<file path="config.mk">
export PLATFORM = sky130hd
export DESIGN_NAME = adc_scan_control
export DESIGN_NICKNAME = d
export VERILOG_FILES = /design/src/shared/adc_scan_pkg.sv /design/src/core/adc_scan_control.sv
export VERILOG_INCLUDE_DIRS = /design/src /design/src/shared
export SDC_FILE = /design/constraint.sdc
export NUM_CORES = 1
export LEC_CHECK = 0
export ABC_AREA = 1
export BUFFER_PORTS_ARGS = -buffer_cell sky130_fd_sc_hd__buf_2
export CAP_MARGIN = 20
export CORE_AREA = 5 5 168 170
export CTS_BUF_LIST = sky130_fd_sc_hd__clkbuf_8
export DETAILED_ROUTE_END_ITERATION = 10
export DIE_AREA = 0 0 173 175
export PLACE_DENSITY = 0.78
export SKIP_CTS_REPAIR_TIMING = 1
export SYNTH_ARGS = -nofsm -noshare
export SYNTH_HDL_FRONTEND = slang
export SYNTH_SLANG_ARGS = --single-unit
</file>
<file path="constraint.sdc">
create_clock -name clock -period 4.4 [get_ports clock]
set_input_delay 0.66 -clock clock [delete_from_list [all_inputs] [get_ports clock]]
set_output_delay 0.66 -clock clock [all_outputs]
set_load 0.005 [all_outputs]
</file>
<file path="src/shared/adc_scan_map.svh">
// register map, field positions and reset values of the scan control block
// How it works
// - priority request out when its enable and priority flag are both set
// - compare request out when compare enable and compare match flag set
// - overrun request out when enabled and scan or priority overrun set
// - forced halt stops conversions, clears pending and busy flags, reads 0
// - placement select moves result to bits 27:16, lower half unchanged
// - pending set when levels 1 and 2 collide; level 2 is deferred
// - priority busy reads 1 while level 1 or 2 conversion runs
// - scan busy reads 1 while scan conversion is in progress
// - empty flag set when FIFO empties, cleared on store, resets to 1
// - full flag set when FIFO full, cleared by clear or data read
// - result into full FIFO sets overrun and is dropped; write 0 clears
// - writing 1 to FIFO clear empties FIFO; bit reads 0
// - repeat mode restarts after a pass; otherwise stop after the pass
// - enabled timer rising edge starts scan; software start still works
// - soft start begins scan, restarts if running, reads 0
// - soft start and timer edge together: soft start wins
// - scan flag set when stored count reaches threshold plus one
// - FIFO holds 16 results, read out in write order
// - default placement puts 12-bit result in bits 31:20
// - bit 12 of data word reads 1 when word holds no result
// - bits 9:8 tell the start origin; 01 is software
// - scan request out when scan enable and scan flag are both set
// - scan flag: write 0 clears, write 1 ignored
// - bits 4:0 of data word carry the channel number
// - FIFO advances on a read covering the top byte or a word read
`ifndef ADC_SCAN_MAP_SVH
`define ADC_SCAN_MAP_SVH
// ----------------------------------------
// offsets
// ----------------------------------------
`define OFF_IRQ_CTRL   8'h00
`define OFF_STATUS     8'h04
`define OFF_SEQ_CTRL   8'h08
`define OFF_SEQ_THR    8'h0c
`define OFF_SEQ_DATA   8'h10
// ----------------------------------------
// fields
// ----------------------------------------
`define B_SEQ_IRQ_FLAG 15
`define B_PRI_IRQ_FLAG 14
`define B_CMP_FLAG     13
`define B_SEQ_IRQ_EN   11
`define B_PRI_IRQ_EN   10
`define B_CMP_IRQ_EN   9
`define B_OVR_IRQ_EN   8
`define B_HALT         7
`define B_PLACEMENT    6
`define B_PENDING      2
`define B_PRI_BUSY     1
`define B_SEQ_BUSY     0
`define B_EMPTY        15
`define B_FULL         14
`define B_OVERRUN      13
`define B_CLEAR        12
`define B_REPEAT       10
`define B_TIMER_EN     9
`define B_SOFT_START   8
`define B_INVALID      12
`define ORIGIN_SOFT    2'h1
`define ORIGIN_TIMER   2'h2
`define FIFO_DEPTH     16
`define THR_RESET      4'h0
`endif

</file>
<file path="src/shared/adc_scan_pkg.sv">
// types shared by the scan control block
package adc_scan_pkg;
   typedef logic [1:0] origin_t;
   typedef struct packed {
      logic [11:0] value;
      logic [4:0]  channel;
      origin_t     origin;
   } entry_t;
endpackage

</file>
<file path="src/core/adc_scan_control.sv">
// apb register block, scan result fifo and start control of the converter
//
// Added by the designer: the register addresses and the APB register port.
`timescale 1ns/1ns
`default_nettype none
`include "adc_scan_map.svh"
module adc_scan_control
   import adc_scan_pkg::*;
#(
   parameter int DEPTH = `FIFO_DEPTH
) (
   input  wire logic        clock,
   input  wire logic        resetn,
   input  wire logic [7:0]  paddr,
   input  wire logic        psel,
   input  wire logic        penable,
   input  wire logic        pwrite,
   input  wire logic [31:0] pwdata,
   input  wire logic [3:0]  pstrb,
   output logic [31:0]      prdata,
   output logic             pready,
   output logic             pslverr,
   input  wire logic        timerTrigger,
   input  wire logic        resultValid,
   input  wire logic [11:0] resultValue,
   input  wire logic [4:0]  resultChannel,
   input  wire logic        passDone,
   input  wire logic        priorityIrqEvent,
   input  wire logic        compareMatchEvent,
   input  wire logic        priorityOverrunFlag,
   input  wire logic        level1Start,
   input  wire logic        level2Start,
   input  wire logic        priorityDone,
   output logic             irqScan,
   output logic             irqPriority,
   output logic             irqCompare,
   output logic             irqOverrun,
   output logic             scanStartPulse,
   output logic             convHalt,
   output logic             placementSelect
);
   // ----------------------------------------
   // state
   // ----------------------------------------
   logic       seqIrqFlag, priorityIrqFlag, compareMatchFlag;
   logic       seqIrqEnable, priorityIrqEnable;
   logic       compareIrqEnable, overrunIrqEnable;
   logic       seqOverrunFlag, repeatMode, seqTimerStartEnable;
   logic [3:0] seqFifoThreshold;
   logic       sequenceBusyFlag, level1Active, level2Active;
   logic       level2PendingFlag, timerPrev;
   origin_t    runOrigin;
   entry_t     mem [DEPTH];
   logic [3:0] writePtr, readPtr;
   logic [4:0] count;

   // ----------------------------------------
   // bus decode
   // ----------------------------------------
   wire access   = psel & penable;
   wire wr       = access & pwrite;
   wire rd       = access & ~pwrite;
   wire selIc    = paddr == `OFF_IRQ_CTRL;
   wire selSt    = paddr == `OFF_STATUS;
   wire selSc    = paddr == `OFF_SEQ_CTRL;
   wire selTh    = paddr == `OFF_SEQ_THR;
   wire selFd    = paddr == `OFF_SEQ_DATA;
   wire mapped   = selIc | selSt | selSc | selTh | selFd;
   // reserved bits never reach a flop
   wire wrIcHi   = wr & selIc & pstrb[1];
   wire wrStLo   = wr & selSt & pstrb[0];
   wire wrScHi   = wr & selSc & pstrb[1];
   wire wrThLo   = wr & selTh & pstrb[0];

   assign pready  = 1'b1;
   assign pslverr = access & ~mapped;

   // ----------------------------------------
   // start, halt and fifo events
   // ----------------------------------------
   wire forcedHalt = wrStLo & pwdata[`B_HALT];
   wire softStart  = wrScHi & pwdata[`B_SOFT_START];
   wire fifoClear  = wrScHi & pwdata[`B_CLEAR];
   // soft start masks a timer edge in the same cycle
   wire timerStart = seqTimerStartEnable & timerTrigger & ~timerPrev
                     & ~softStart;
   wire startAny   = (softStart | timerStart) & ~forcedHalt;
   wire restart    = sequenceBusyFlag & passDone & repeatMode
                     & ~startAny & ~forcedHalt;
   wire full       = count == 5'(DEPTH);
   wire empty      = count == 5'h00;
   // apb has no read size: every read is a word read and advances
   wire pop        = rd & selFd & ~empty & ~fifoClear;
   wire push       = resultValid & ~full & ~fifoClear;
   wire overrun    = resultValid & full & ~fifoClear;
   wire [4:0] next_count = fifoClear ? 5'h00 :
                           5'(count + {4'h0, push} - {4'h0, pop});
   wire thrHit     = push & (next_count ==
      5'({1'b0, seqFifoThreshold} + 5'h01));

   // ----------------------------------------
   // interrupt requests
   // ----------------------------------------
   assign irqScan     = seqIrqEnable & seqIrqFlag;
   assign irqPriority = priorityIrqEnable & priorityIrqFlag;
   assign irqCompare  = compareIrqEnable & compareMatchFlag;
   assign irqOverrun  = overrunIrqEnable
                        & (seqOverrunFlag | priorityOverrunFlag);

   // ----------------------------------------
   // control registers
   // ----------------------------------------
   always_ff @(posedge clock or negedge resetn) begin
      if (!resetn) begin
         seqIrqEnable        <= 1'b0;
         priorityIrqEnable   <= 1'b0;
         compareIrqEnable    <= 1'b0;
         overrunIrqEnable    <= 1'b0;
         placementSelect     <= 1'b0;
         repeatMode          <= 1'b0;
         seqTimerStartEnable <= 1'b0;
         seqFifoThreshold    <= `THR_RESET;
      end else begin
         if (wrIcHi) begin
            seqIrqEnable      <= pwdata[`B_SEQ_IRQ_EN];
            priorityIrqEnable <= pwdata[`B_PRI_IRQ_EN];
            compareIrqEnable  <= pwdata[`B_CMP_IRQ_EN];
            overrunIrqEnable  <= pwdata[`B_OVR_IRQ_EN];
         end
         if (wrStLo) begin
            placementSelect <= pwdata[`B_PLACEMENT];
         end
         if (wrScHi) begin
            // trusted: software touches repeat only when idle
            repeatMode          <= pwdata[`B_REPEAT];
            seqTimerStartEnable <= pwdata[`B_TIMER_EN];
         end
         if (wrThLo) begin
            seqFifoThreshold <= pwdata[3:0];
         end
      end
   end

   // ----------------------------------------
   // sticky flags, set wins over clear
   // ----------------------------------------
   always_ff @(posedge clock or negedge resetn) begin
      if (!resetn) begin
         seqIrqFlag       <= 1'b0;
         priorityIrqFlag  <= 1'b0;
         compareMatchFlag <= 1'b0;
         seqOverrunFlag   <= 1'b0;
      end else begin
         seqIrqFlag <= thrHit
            | (seqIrqFlag & ~(wrIcHi & ~pwdata[`B_SEQ_IRQ_FLAG]));
         priorityIrqFlag <= priorityIrqEvent
            | (priorityIrqFlag & ~(wrIcHi & ~pwdata[`B_PRI_IRQ_FLAG]));
         compareMatchFlag <= compareMatchEvent
            | (compareMatchFlag & ~(wrIcHi & ~pwdata[`B_CMP_FLAG]));
         seqOverrunFlag <= overrun
            | (seqOverrunFlag & ~(wrScHi & ~pwdata[`B_OVERRUN]));
      end
   end

   // ----------------------------------------
   // scan sequencing
   // ----------------------------------------
   always_ff @(posedge clock or negedge resetn) begin
      if (!resetn) begin
         sequenceBusyFlag <= 1'b0;
         scanStartPulse   <= 1'b0;
         convHalt         <= 1'b0;
         timerPrev        <= 1'b0;
         runOrigin        <= `ORIGIN_SOFT;
      end else begin
         timerPrev      <= timerTrigger;
         scanStartPulse <= startAny | restart;
         convHalt       <= forcedHalt;
         if (forcedHalt) begin
            sequenceBusyFlag <= 1'b0;
         end else if (startAny) begin
            sequenceBusyFlag <= 1'b1;
         end else if (passDone & ~repeatMode) begin
            sequenceBusyFlag <= 1'b0;
         end
         if (startAny) begin
            runOrigin <= softStart ? `ORIGIN_SOFT : `ORIGIN_TIMER;
         end
      end
   end

   // ----------------------------------------
   // priority busy and pending
   // ----------------------------------------
   always_ff @(posedge clock or negedge resetn) begin
      if (!resetn) begin
         level1Active      <= 1'b0;
         level2Active      <= 1'b0;
         level2PendingFlag <= 1'b0;
      end else if (forcedHalt) begin
         level1Active      <= 1'b0;
         level2Active      <= 1'b0;
         level2PendingFlag <= 1'b0;
      end else begin
         if (level1Start) begin
            level1Active <= 1'b1;
         end else if (priorityDone & level1Active) begin
            level1Active <= 1'b0;
         end
         if (level2Start) begin
            level2Active <= 1'b1;
         end else if (priorityDone & ~level1Active) begin
            level2Active <= 1'b0;
         end
         // deferred level 2 resumes once level 1 finishes
         if ((level2Start & level1Active) | (level1Start & level2Active)) begin
            level2PendingFlag <= 1'b1;
         end else if (priorityDone & level1Active) begin
            level2PendingFlag <= 1'b0;
         end
      end
   end

   // ----------------------------------------
   // result fifo
   // ----------------------------------------
   entry_t newEntry;
   assign newEntry = '{value: resultValue, channel: resultChannel,
                       origin: runOrigin};

   for (genvar i = 0; i < DEPTH; i++) begin : g_entry
      always_ff @(posedge clock) begin
         if (push && writePtr == 4'(i)) begin
            mem[i] <= newEntry;
         end
      end
   end

   always_ff @(posedge clock or negedge resetn) begin
      if (!resetn) begin
         writePtr <= 4'h0;
         readPtr  <= 4'h0;
         count    <= 5'h00;
      end else begin
         count <= next_count;
         if (fifoClear) begin
            writePtr <= 4'h0;
            readPtr  <= 4'h0;
         end else begin
            if (push) begin
               writePtr <= 4'(writePtr + 4'h1);
            end
            if (pop) begin
               readPtr <= 4'(readPtr + 4'h1);
            end
         end
      end
   end

   // ----------------------------------------
   // read data
   // ----------------------------------------
   entry_t head;
   assign head = mem[readPtr];
   wire [31:0] dataWord =
      placementSelect ? {4'h0, head.value, 16'h0000}
                      : {head.value, 20'h00000};
   // reserved bits read zero
   wire [31:0] fifoWord = empty ? 32'h00001000 :
      dataWord | {22'h0, head.origin, 3'h0, head.channel};
   wire [31:0] icWord = {16'h0, seqIrqFlag, priorityIrqFlag,
      compareMatchFlag, 1'b0, seqIrqEnable, priorityIrqEnable,
      compareIrqEnable, overrunIrqEnable, 8'h00};
   // halt bit reads 0
   wire [31:0] stWord = {24'h0, 1'b0, placementSelect, 3'h0,
      level2PendingFlag, level1Active | level2Active,
      sequenceBusyFlag};
   // clear and start read 0
   wire [31:0] scWord = {16'h0, empty, full, seqOverrunFlag, 1'b0,
      1'b0, repeatMode, seqTimerStartEnable, 1'b0, 8'h00};
   wire [31:0] thWord = {28'h0, seqFifoThreshold};
   wire [31:0] readWord =
      selIc ? icWord :
      selSt ? stWord :
      selSc ? scWord :
      selTh ? thWord :
      selFd ? fifoWord : 32'h00000000;

   // sampled in setup so the access phase needs no wait state
   always_ff @(posedge clock or negedge resetn) begin
      if (!resetn) begin
         prdata <= 32'h00000000;
      end else if (psel & ~penable & ~pwrite) begin
         prdata <= readWord;
      end
   end

   // ----------------------------------------
   // checks
   // ----------------------------------------
   property p_overrun_drop;
      @(posedge clock) disable iff (!resetn)
      (resultValid & full & ~fifoClear & ~pop) |=> count == 5'(DEPTH)
         && seqOverrunFlag;
   endproperty
   a_overrun_drop: assert property (p_overrun_drop)
      else $error("result into full fifo not dropped");
   property p_clear_empties;
      @(posedge clock) disable iff (!resetn)
      fifoClear |=> empty && !full;
   endproperty
   a_clear_empties: assert property (p_clear_empties)
      else $error("fifo clear left data");
   property p_halt_idle;
      @(posedge clock) disable iff (!resetn)
      forcedHalt |=> !sequenceBusyFlag && !level2PendingFlag
         && !level1Active && !level2Active && convHalt;
   endproperty
   a_halt_idle: assert property (p_halt_idle)
      else $error("forced halt left a busy flag");
   property p_soft_wins;
      @(posedge clock) disable iff (!resetn)
      softStart & ~forcedHalt |=> scanStartPulse && sequenceBusyFlag
         && runOrigin == `ORIGIN_SOFT;
   endproperty
   a_soft_wins: assert property (p_soft_wins)
      else $error("soft start not honoured");
   property p_timer_start;
      @(posedge clock) disable iff (!resetn)
      seqTimerStartEnable && $rose(timerTrigger) && !wr
         |-> ##1 scanStartPulse ##0 runOrigin == `ORIGIN_TIMER;
   endproperty
   a_timer_start: assert property (p_timer_start)
      else $error("timer edge did not start scan");
   property p_single_stop;
      @(posedge clock) disable iff (!resetn)
      sequenceBusyFlag && passDone && !repeatMode && !startAny
         |=> !sequenceBusyFlag;
   endproperty
   a_single_stop: assert property (p_single_stop)
      else $error("single mode did not stop");
   property p_repeat_go;
      @(posedge clock) disable iff (!resetn)
      sequenceBusyFlag && passDone && repeatMode && !wr
         |=> sequenceBusyFlag && scanStartPulse;
   endproperty
   a_repeat_go: assert property (p_repeat_go)
      else $error("repeat mode did not restart");
   property p_threshold;
      @(posedge clock) disable iff (!resetn)
      push && !pop && count == 5'({1'b0, seqFifoThreshold}) |=> seqIrqFlag;
   endproperty
   a_threshold: assert property (p_threshold)
      else $error("scan flag missed threshold");
   property p_scan_irq;
      @(posedge clock) disable iff (!resetn)
      seqIrqFlag && seqIrqEnable |-> irqScan;
   endproperty
   a_scan_irq: assert property (p_scan_irq)
      else $error("scan request missing");
   property p_empty_reset;
      @(posedge clock) disable iff (!resetn)
      $rose(resetn) |-> empty && !full && !sequenceBusyFlag;
   endproperty
   a_empty_reset: assert property (p_empty_reset)
      else $error("fifo not empty after reset");

endmodule
`default_nettype wire

</file>
Word-level counts from Yosys, hierarchy flattened
Memories as Yosys holds them, arrays and structs flattened.
Cells that the tools add are included.
Widths: inputs -> output; s select.

storage, ports and cells
  logic and storage cells = 275
  bits in registers = 69
  bits in writable memories = 304
  bits of input ports = 75
  output and inout port bits = 41
  memories kept = 1

cells by class
  $add $sub $neg = 5
  mux-type cells = 101
  reduce and logical (&&, ||, !) cells = 40
  bitwise gates (word level) = 83
  equality and inequality tests = 21

memory list
  name  words  width  rd ports  clocked after memory_dff  wr ports  RTL line                text
  mem   16     19     1         0                         1         adc_scan_control.sv:53  entry_t mem [DEPTH];

operators with widths
  cell                 number
  $mux 19              15
  $reduce_or 19->1     15
  $mux 32              7
  $mux 4               19
  $mux 1               58
  $and 1x1->1          50
  $eq 4x4->1 const B   8
  $or 32x10->32        1
  $not 1->1            19
  $eq 4x3->1 const B   4
  $eq 8x4->1 const B   2
  $logic_and 1x1->1    16
  $or 1x1->1           13
  $reduce_bool 3->1    4
  $add 4x1->4 const B  2
  $eq 4x2->1 const B   2
  $eq 8x3->1 const B   1
  $eq 8x5->1 const B   1
  $logic_not 8->1      1
  $add 4x1->5 const B  1
  $add 5x1->5          1
  $eq 5x5->1           1
  $eq 5x5->1 const B   1
  $logic_not 5->1      1
  6 further kinds      7

Longest topological paths before layout
Gate-level depths: netlist of the first run.

  depth after elaboration = 26
  depth in mapped cells = 22
  mapped depth without buffers = 22

Worst setup path before layout of the first run
OpenSTA, ideal clock, no wires.

  path kind = input-to-reg
  start point = in paddr[1]
  end point = reg seqIrqFlag
  arrival = 2950 ps
  stages = 22
  setup slack = 1372 ps
  cell sequence = nor2_2 > nand3_1 > nor2_2 > inv_2 > nor2_4 > nand2_4 > inv_2 > ha_1 > inv_1 > ha_1 > inv_1 > fa_1 > nand3b_1 > nand2_1 > nand2_1 > nand2_1 > inv_1 > nand2_1 > nand2_1 > nand2_1 > nand3_1 > o21bai_1

between the ends
  word-level cells in the longest chain between the ends = 12

ends and longest elaborated chain
  item                         RTL line                                        text
  start, declared              adc_scan_control.sv:14                          input wire logic [7:0] paddr,
  $eq 8x4->1 (no source line)  --
  $and 1x1->1 (2 in series)    adc_scan_control.sv:72                          wire wrScHi = wr & selSc & pstrb[1];
  $and 1x1->1                  adc_scan_control.sv:83                          wire fifoClear = wrScHi & pwdata[`B_CLEAR];
  $not 1->1                    adc_scan_control.sv:93, adc_scan_control.sv:94
  $and 1x1->1                  adc_scan_control.sv:94                          wire push = resultValid & ~full & ~fifoClear;
  $add 5x1->5                  adc_scan_control.sv:97                          5'(count + {4'h0, push} - {4'h0, pop});
  $sub 5x1->5                  adc_scan_control.sv:97
  $mux 5                       adc_scan_control.sv:96                          wire [4:0] next_count = fifoClear ? 5'h00 :
  $eq 5x5->1                   adc_scan_control.sv:98                          wire thrHit = push & (next_count ==
  $and 1x1->1                  adc_scan_control.sv:98
  $or 1x1->1 (*)               adc_scan_control.sv:154                         seqIrqFlag <= thrHit
  end signal, assigned         adc_scan_control.sv:154
  end, declared                adc_scan_control.sv:45                          logic seqIrqFlag, priorityIrqFlag, compareMatchFlag;

Every way passes the cells marked *; elsewhere a longest branch is shown, timed or not.
A chain may end at the register's enable or synchronous reset.

Final worst setup path of the first run
  start point = reg count[3]
  end point = reg seqIrqFlag

between the ends
  word-level cells in the longest chain between the ends = 10

ends and longest elaborated chain
  item                       RTL line                 text
  start, declared            adc_scan_control.sv:55   logic [4:0] count;
  start signal, assigned     adc_scan_control.sv:245  count <= next_count;
  $eq 5x5->1                 adc_scan_control.sv:90   wire full = count == 5'(DEPTH);
  $not 1->1                  adc_scan_control.sv:94
  $and 1x1->1 (2 in series)  adc_scan_control.sv:94
  $add 5x1->5                adc_scan_control.sv:97
  $sub 5x1->5                adc_scan_control.sv:97
  $mux 5                     adc_scan_control.sv:96
  $eq 5x5->1                 adc_scan_control.sv:98
  $and 1x1->1 (*)            adc_scan_control.sv:98
  $or 1x1->1 (*)             adc_scan_control.sv:154

Marked as above.

==> results.ini, run 1 <==
[critical_path]
worst_setup_path_end_kind=register
startpoint_type=register
cp_data_arrival_time_ns=3.67
critPathMostFrequentCell=sky130_fd_sc_hd__nand2_1
cp.buffers_inverters=5
path_max_fanout=7
cp_cell_sequence=inv_1, ha_1, nand3_1, nor2_1, nor2_4, nand2_4, inv_2, ha_1, inv_1, ha_1, inv_1, fa_1, nand3b_1, nand2_1, nand2_1, nand2_1, inv_1, nand2_1, nand2_1, nand2_1, nand3_1, o21bai_1
critical-path-top-delay-family=simple AND/OR/NAND/NOR gates
criticalPathCategory=reg -> reg
crit_path_from=count[3]$_DFF_PN0_
worst_r2r_startpoint=count[3]$_DFF_PN0_
timing.critical_path.required_ns=4.92
cp_slowest_stage_delay_ns=0.42
critPathSlowestCell=sky130_fd_sc_hd__fa_1

[grt]
first_global_vias=10400
number_of_antenna_violations_at_the_first_check_in_global_routing=1
globalRouteTotalUtil_pct=23.4
global_route.overflow_total=0
grt_first_pass_wirelength_mm=55.9
grt_start_max_net_pins=172

[clock_tree]
root_buffer=sky130_fd_sc_hd__clkbuf_8
path_clk_slew_ns=0.07
tritoncts=yes
numCtsBuffers=56
cts_sinks=371
clkLatencyLatePin_ns=0.61
max-clock-path-buffers=3
ctsHtreeMaxLevel=2

[routing]
drc_violation_total_after_the_first_tritonroute_iteration=1178
detail_route.vias_per_cell=5.68
drtPass1Iterations=5
route.detailed.drc=0
via_count=10600
antenna_left=0
aggregate_routed_wire_length_mm=35.7
routedWlPerCell_um=19.1

[timing]
timing_worst_slew_pin_value_ns=1.04
finalHoldViolations=0
maxClockFrequency_mhz=317
sum_neg_setup_slack_ns=0
slew_viol_final=0
timing.slew.headroom_pct=30.6
largest_clock_skew_in_the_final_design_ns=0.0233
setup_viol_count_final=0
rsz_0062_raised_after_global_routing=false
period_minus_slack_ns=3.15
min_period_over_period_pct=71.7

[yosys]
ys_seq_elements=371
synth_top_area_share_pct=58.5
synth_enable_flop_cells=304
syn_area_um2=15600
synth.distinct_cells=43
yosys_most_used_dff=sky130_fd_sc_hd__edfxtp_1
seq_area_frac_synth_pct=69.3
synth_compound_gate_area_share_pct=7.65
ys.warnings.count=0
synthDominantAreaCellType=sky130_fd_sc_hd__edfxtp_1
synthSimpleGateAreaFrac_pct=16.6
synth.most_common_cell=sky130_fd_sc_hd__nand2_1
synth_commonest_cells=sky130_fd_sc_hd__nand2_1 (348), sky130_fd_sc_hd__edfxtp_1 (304), sky130_fd_sc_hd__nor2_1 (114)
synth.mux.area_fraction_pct=0.385
postSynth.asyncResetShare_pct=18.1
postSynthAreaPerCell_um2=11.3
synth_top_family_by_area=simple AND/OR/NAND/NOR gates
syn-instance-count=1378
synth_top_cells_by_area=sky130_fd_sc_hd__edfxtp_1 (59%), sky130_fd_sc_hd__dfrtp_1 (11%), sky130_fd_sc_hd__nand2_1 (8.4%)
synth-xor-area-share_pct=0.168
synthAdderAreaFrac_pct=1.09

[floorplanning]
top_level_ports=116
floorplan.die.width_um=173
placementRows=60
die_area_um2=30300
floorplan.die.height_um=175
initial_core_util_pct=58.7
coreArea_um2=26600

[placed_design]
place_congestion=0.867
port_buffer_cells=92
detailed_placement_hpwl_mm=21.1

[power_and_ir_drop]
max-vdd-ir-drop_v=0.000316
design_power_total_mw=7.85
cellLeakagePower_nw=7.02
power_per_cell_area_nw_per_um2=451

[layout]
postLayoutCoreUtil_pct=65.5
layout-drive-gt1-share_pct=15.6
diodes=0
area_delta_synth_final_pct=11.6
finish.net_count=1575

[run]
cap_viol_max_count=0

[hold_path]
hold_class=in -> async

[status]
run_status=finished clean

-- flip-flops by register name, summed over array words and instances (netlist names), 2 cells and up --
name and count:
count 5, mem 304, prdata 30, readPtr 4, runOrigin 2, seqFifoThreshold 4, writePtr 4
-- final cells by class --
type / instances / area, um^2
Clock buffer: 61 / 840
Clock inverter: 39 / 200
Fill cell: 1984 / 9180
Inverter: 97 / 368
Multi-Input combinational cell: 844 / 4080
Sequential cell: 371 / 10800
Tap cell: 341 / 427
Timing Repair Buffer: 117 / 673
-- routing by layer --
metal | global-route usage, % | routed length (um)
met1 | 30.6 | 14300
met2 | 39.6 | 17500
met3 | 4.57 | 2840
met4 | 8.31 | 1050
met5 | 0 | 17
-- kinds of logic (layout without fill, tap and decap cells) --
family | count (synthesis) | count (layout)
xor+xnor | 3 | 3
fa+ha+maj | 13 | 13
simple gates | 607 | 607
compound gates | 214 | 214
other cells | 2 | 3
mux | 4 | 4
flops | 371 | 371
buf+inv | 164 | 314
-- stage by stage --
| step | instances | cell area, um^2 | worst slack [ns] | hold WS (ns) |
|---|---|---|---|---|
| finish | 1870 | 17400 | 1.25 | 0.170 |
| global placement | 1770 | 16400 | 0.878 | 0.461 |
| floorplan | 1379 | 15600 | 1.37 | 0.364 |
| CTS | 1870 | 17400 | 1.26 | 0.166 |
| global route | 1870 | 17400 | 0.965 | 0.186 |
| detailed placement | 1770 | 16400 | 0.831 | 0.461 |
-- report_power, final --
group          internal (mW)  switching, mW
Combinational          0.291          0.713
Clock                   1.34           1.28
Sequential              4.13          0.105
Total                   5.75           2.09
-- worst reg2reg max path, stage by stage (launching register included) --
cell and delay [ns]:
sky130_fd_sc_hd__dfrtp_1 0.37, sky130_fd_sc_hd__inv_1 0.09, sky130_fd_sc_hd__ha_1 0.20, sky130_fd_sc_hd__nand3_1 0.08
sky130_fd_sc_hd__nor2_1 0.25, sky130_fd_sc_hd__nor2_4 0.11, sky130_fd_sc_hd__nand2_4 0.10, sky130_fd_sc_hd__inv_2 0.05
sky130_fd_sc_hd__ha_1 0.27, sky130_fd_sc_hd__inv_1 0.06, sky130_fd_sc_hd__ha_1 0.16, sky130_fd_sc_hd__inv_1 0.06
sky130_fd_sc_hd__fa_1 0.42, sky130_fd_sc_hd__nand3b_1 0.20, sky130_fd_sc_hd__nand2_1 0.09, sky130_fd_sc_hd__nand2_1 0.05
sky130_fd_sc_hd__nand2_1 0.05, sky130_fd_sc_hd__inv_1 0.05, sky130_fd_sc_hd__nand2_1 0.07, sky130_fd_sc_hd__nand2_1 0.06
sky130_fd_sc_hd__nand2_1 0.07, sky130_fd_sc_hd__nand3_1 0.08, sky130_fd_sc_hd__o21bai_1 0.12
-- cell usage in the layout, fill, tap and decap left out, types with 10 or more instances in the layout --
cell,instances
sky130_fd_sc_hd__o22ai_1,10
sky130_fd_sc_hd__nand3_1,95
sky130_fd_sc_hd__nand4_1,21
sky130_fd_sc_hd__clkinv_1,12
sky130_fd_sc_hd__ha_1,12
sky130_fd_sc_hd__buf_4,23
sky130_fd_sc_hd__clkbuf_8,61
sky130_fd_sc_hd__nor2_2,21
sky130_fd_sc_hd__o21ai_1,48
sky130_fd_sc_hd__edfxtp_1,304
sky130_fd_sc_hd__nor2_1,101
sky130_fd_sc_hd__o211ai_1,31
sky130_fd_sc_hd__a21oi_1,48
sky130_fd_sc_hd__o21ai_0,63
sky130_fd_sc_hd__dfrtp_1,64
sky130_fd_sc_hd__nand2_1,348
sky130_fd_sc_hd__inv_1,107
sky130_fd_sc_hd__buf_2,92
-- final timing paths --
path	end	slack (ns)	cells after the start
min reg2reg	prdata[16]$_DFFE_PN0P_	0.47	2
min	readPtr[0]$_DFFE_PN0P_	0.17	1
min in group clock	timerPrev$_DFF_PN0_	0.21	1
max	seqIrqFlag$_DFF_PN0_	1.25	22
max reg2reg	seqIrqFlag$_DFF_PN0_	1.25	22
max in group asynchronous	prdata[16]$_DFFE_PN0P_	3.31	2
Note: power is estimated with default switching activity, not from simulation.
==> run 2, diff against run 1 <==
--- a/config.mk
+++ b/config.mk
@@ -9,11 +9,11 @@
 export ABC_AREA = 1
 export BUFFER_PORTS_ARGS = -buffer_cell sky130_fd_sc_hd__buf_2
 export CAP_MARGIN = 20
-export CORE_AREA = 5 5 168 170
+export CORE_AREA = 5 5 173 175
 export CTS_BUF_LIST = sky130_fd_sc_hd__clkbuf_8
 export DETAILED_ROUTE_END_ITERATION = 10
-export DIE_AREA = 0 0 173 175
-export PLACE_DENSITY = 0.78
+export DIE_AREA = 0 0 178 180
+export PLACE_DENSITY = 0.77
 export SKIP_CTS_REPAIR_TIMING = 1
 export SYNTH_ARGS = -nofsm -noshare
 export SYNTH_HDL_FRONTEND = slang
==> constraint.sdc (replaced) <==
create_clock -name clock -period 2.9 [get_ports clock]
set_input_delay 0.435 -clock clock [delete_from_list [all_inputs] [get_ports clock]]
set_output_delay 0.435 -clock clock [all_outputs]
set_load 0.005 [all_outputs]
==> results.ini, run 2 (synthesis results as in run 1) <==
[status]
run_status=finished clean

[critical_path]
path_max_fanout=3
worst-r2r-cell-count=21
crit_path_from=count[3]$_DFF_PN0_
cp_data_arrival_time_ns=3.25
cp_cell_sequence=inv_2, ha_4, nand4_1, nand2_1, inv_1, nand2_2, ha_4, inv_1, ha_2, inv_1, fa_2, nand3b_1, nand2_1, nand2_1, nand2_1, inv_2, nand2_2, nand2_1, nand2_1, nand3_1, o21bai_1
timing.critical_path.required_ns=3.42
criticalPathCategory=reg -> reg
critPathSlowestCell=sky130_fd_sc_hd__dfrtp_1
startpoint_type=register
rr_endpoint=seqIrqFlag$_DFF_PN0_
worst_setup_path_endpoint=seqIrqFlag$_DFF_PN0_
cp_slowest_stage_delay_ns=0.40
worst_setup_path_end_kind=register
slack_of_the_worst_reg_to_reg_path_ns=0.17
critPathMostFrequentCell=sky130_fd_sc_hd__nand2_1
worst_r2r_startpoint=count[3]$_DFF_PN0_

[clock_tree]
clkLatencyLatePin_ns=0.61
tritoncts=yes
root_buffer=sky130_fd_sc_hd__clkbuf_8
numCtsBuffers=58
ctsHtreeMaxLevel=2
cts_sinks=371
max-clock-path-buffers=3
path_clk_slew_ns=0.06

[timing]
setup_viol_count_final=0
maxClockFrequency_mhz=367
largest_clock_skew_in_the_final_design_ns=0.0217
slew_viol_final=0
timing.slew.headroom_pct=35.1
finalHoldViolations=0
sum_neg_setup_slack_ns=0
period_minus_slack_ns=2.73
min_period_over_period_pct=94.0
fin_hold_ws_ns=0.0324
timing_worst_slew_pin_value_ns=0.972

[power_and_ir_drop]
max-vdd-ir-drop_v=0.000463
design_power_total_mw=12.2
cellLeakagePower_nw=7.26
power_per_cell_area_nw_per_um2=682

[placed_design]
detailed_placement_hpwl_mm=22.6
place_congestion=0.903
port_buffer_cells=92

[layout]
mostFrequentLayoutCells=sky130_fd_sc_hd__nand2_1 (346), sky130_fd_sc_hd__edfxtp_1 (304), sky130_fd_sc_hd__inv_1 (104)
finish.net_count=1621
top_register=mem
largest_reg_flops=304
layout-drive-gt1-share_pct=18.8
area_delta_synth_final_pct=14.9
diodes=0
reg_top3=mem x304, prdata x30, count x5
final_common_cell=sky130_fd_sc_hd__nand2_1

[floorplanning]
top_level_ports=116
floorplan.die.width_um=178
floorplan.die.height_um=180
initial_core_util_pct=55.1
die_area_um2=32000
coreArea_um2=28300
placementRows=62

[routing]
drtPass1Iterations=5
route.detailed.drc=0
detail_route.vias_per_cell=5.57
aggregate_routed_wire_length_mm=37.4
drc_violation_total_after_the_first_tritonroute_iteration=1095
via_count=10900
antenna_left=0
routedWlPerCell_um=19.1

[grt]
grt_start_max_net_pins=172
first_global_vias=10600
global_route.usage.met3_pct=4.18
globalRouteTotalUtil_pct=23.2
gr-max-usage-layer=met2
grt_use_met1_pct=31.9
grt_first_pass_wirelength_mm=58.3
number_of_antenna_violations_at_the_first_check_in_global_routing=3
grtUsageMet2_pct=37.0
global_route.overflow_total=0

[hold_path]
hold_class=in -> reg
worstHoldPathCells=3

[run]
cap_viol_max_count=0

-- run 2: changes by cell type in the layout (fill, tap and decap cells not counted), moves of 3 or more --
cell,change
sky130_fd_sc_hd__inv_2,+3
sky130_fd_sc_hd__inv_1,-3
sky130_fd_sc_hd__buf_4,+40
sky130_fd_sc_hd__ha_1,-3
-- run 2: layout make-up --
| class | count | area (um^2) |
|---|---|---|
| Clock inverter | 41 | 209 |
| Inverter | 97 | 368 |
| Multi-Input combinational cell | 844 | 4140 |
| Tap cell | 384 | 480 |
| Sequential cell | 371 | 10800 |
| Clock buffer | 63 | 867 |
| Timing Repair Buffer | 161 | 1030 |
| Fill cell | 2137 | 10400 |
-- run 2: routing by layer --
layer,wire [um],share of wire [%]
met1,14900,40
met2,17600,47
met3,3410,9.1
met4,1460,3.9
met5,38,0.10
-- run 2: stage by stage --
stage | worst slack [ns] | util, % | area, um^2 | std cells
2_1_floorplan | 0.0973 | - | 15600 | 1379
3_3_place_gp | -0.00464 | 59.0 | 16700 | 1850
3_5_place_dp | -0.0531 | 59.0 | 16700 | 1850
4_1_cts | -0.00430 | 62.8 | 17800 | 1954
5_1_grt | -0.0460 | 63.3 | 17900 | 1961
6_report | 0.173 | 63.3 | 17900 | 1961
-- run 2: power breakdown --
part           switching (mW)  total, mW  internal (mW)
combinational            1.16       1.72          0.559
clock                    1.98       4.06           2.08
sequential              0.173       6.43           6.26
total                    3.31       12.2           8.90
-- run 2: worst min-delay path by stage --
stage | from | end | slack (ns)
floorplan | resetn | compareIrqEnable$_DFFE_PN0P_ | 0.14
global placement | resetn | level2Active$_DFFE_PN0P_ | 0.28
detailed placement | resetn | level1Active$_DFFE_PN0P_ | 0.28
CTS | resetn | level1Active$_DFFE_PN0P_ | -0.37
global route | priorityIrqEvent | priorityIrqFlag$_DFF_PN0_ | 0.04
finish | priorityIrqEvent | priorityIrqFlag$_DFF_PN0_ | 0.03
-- run 2: critical path, delay by kind of cell (launching register included) --
family | cells | cell delay (ns)
flops | 1 | 0.40
buf+inv | 5 | 0.31
simple gates | 11 | 0.96
compound gates | 1 | 0.14
fa+ha+maj | 4 | 0.86
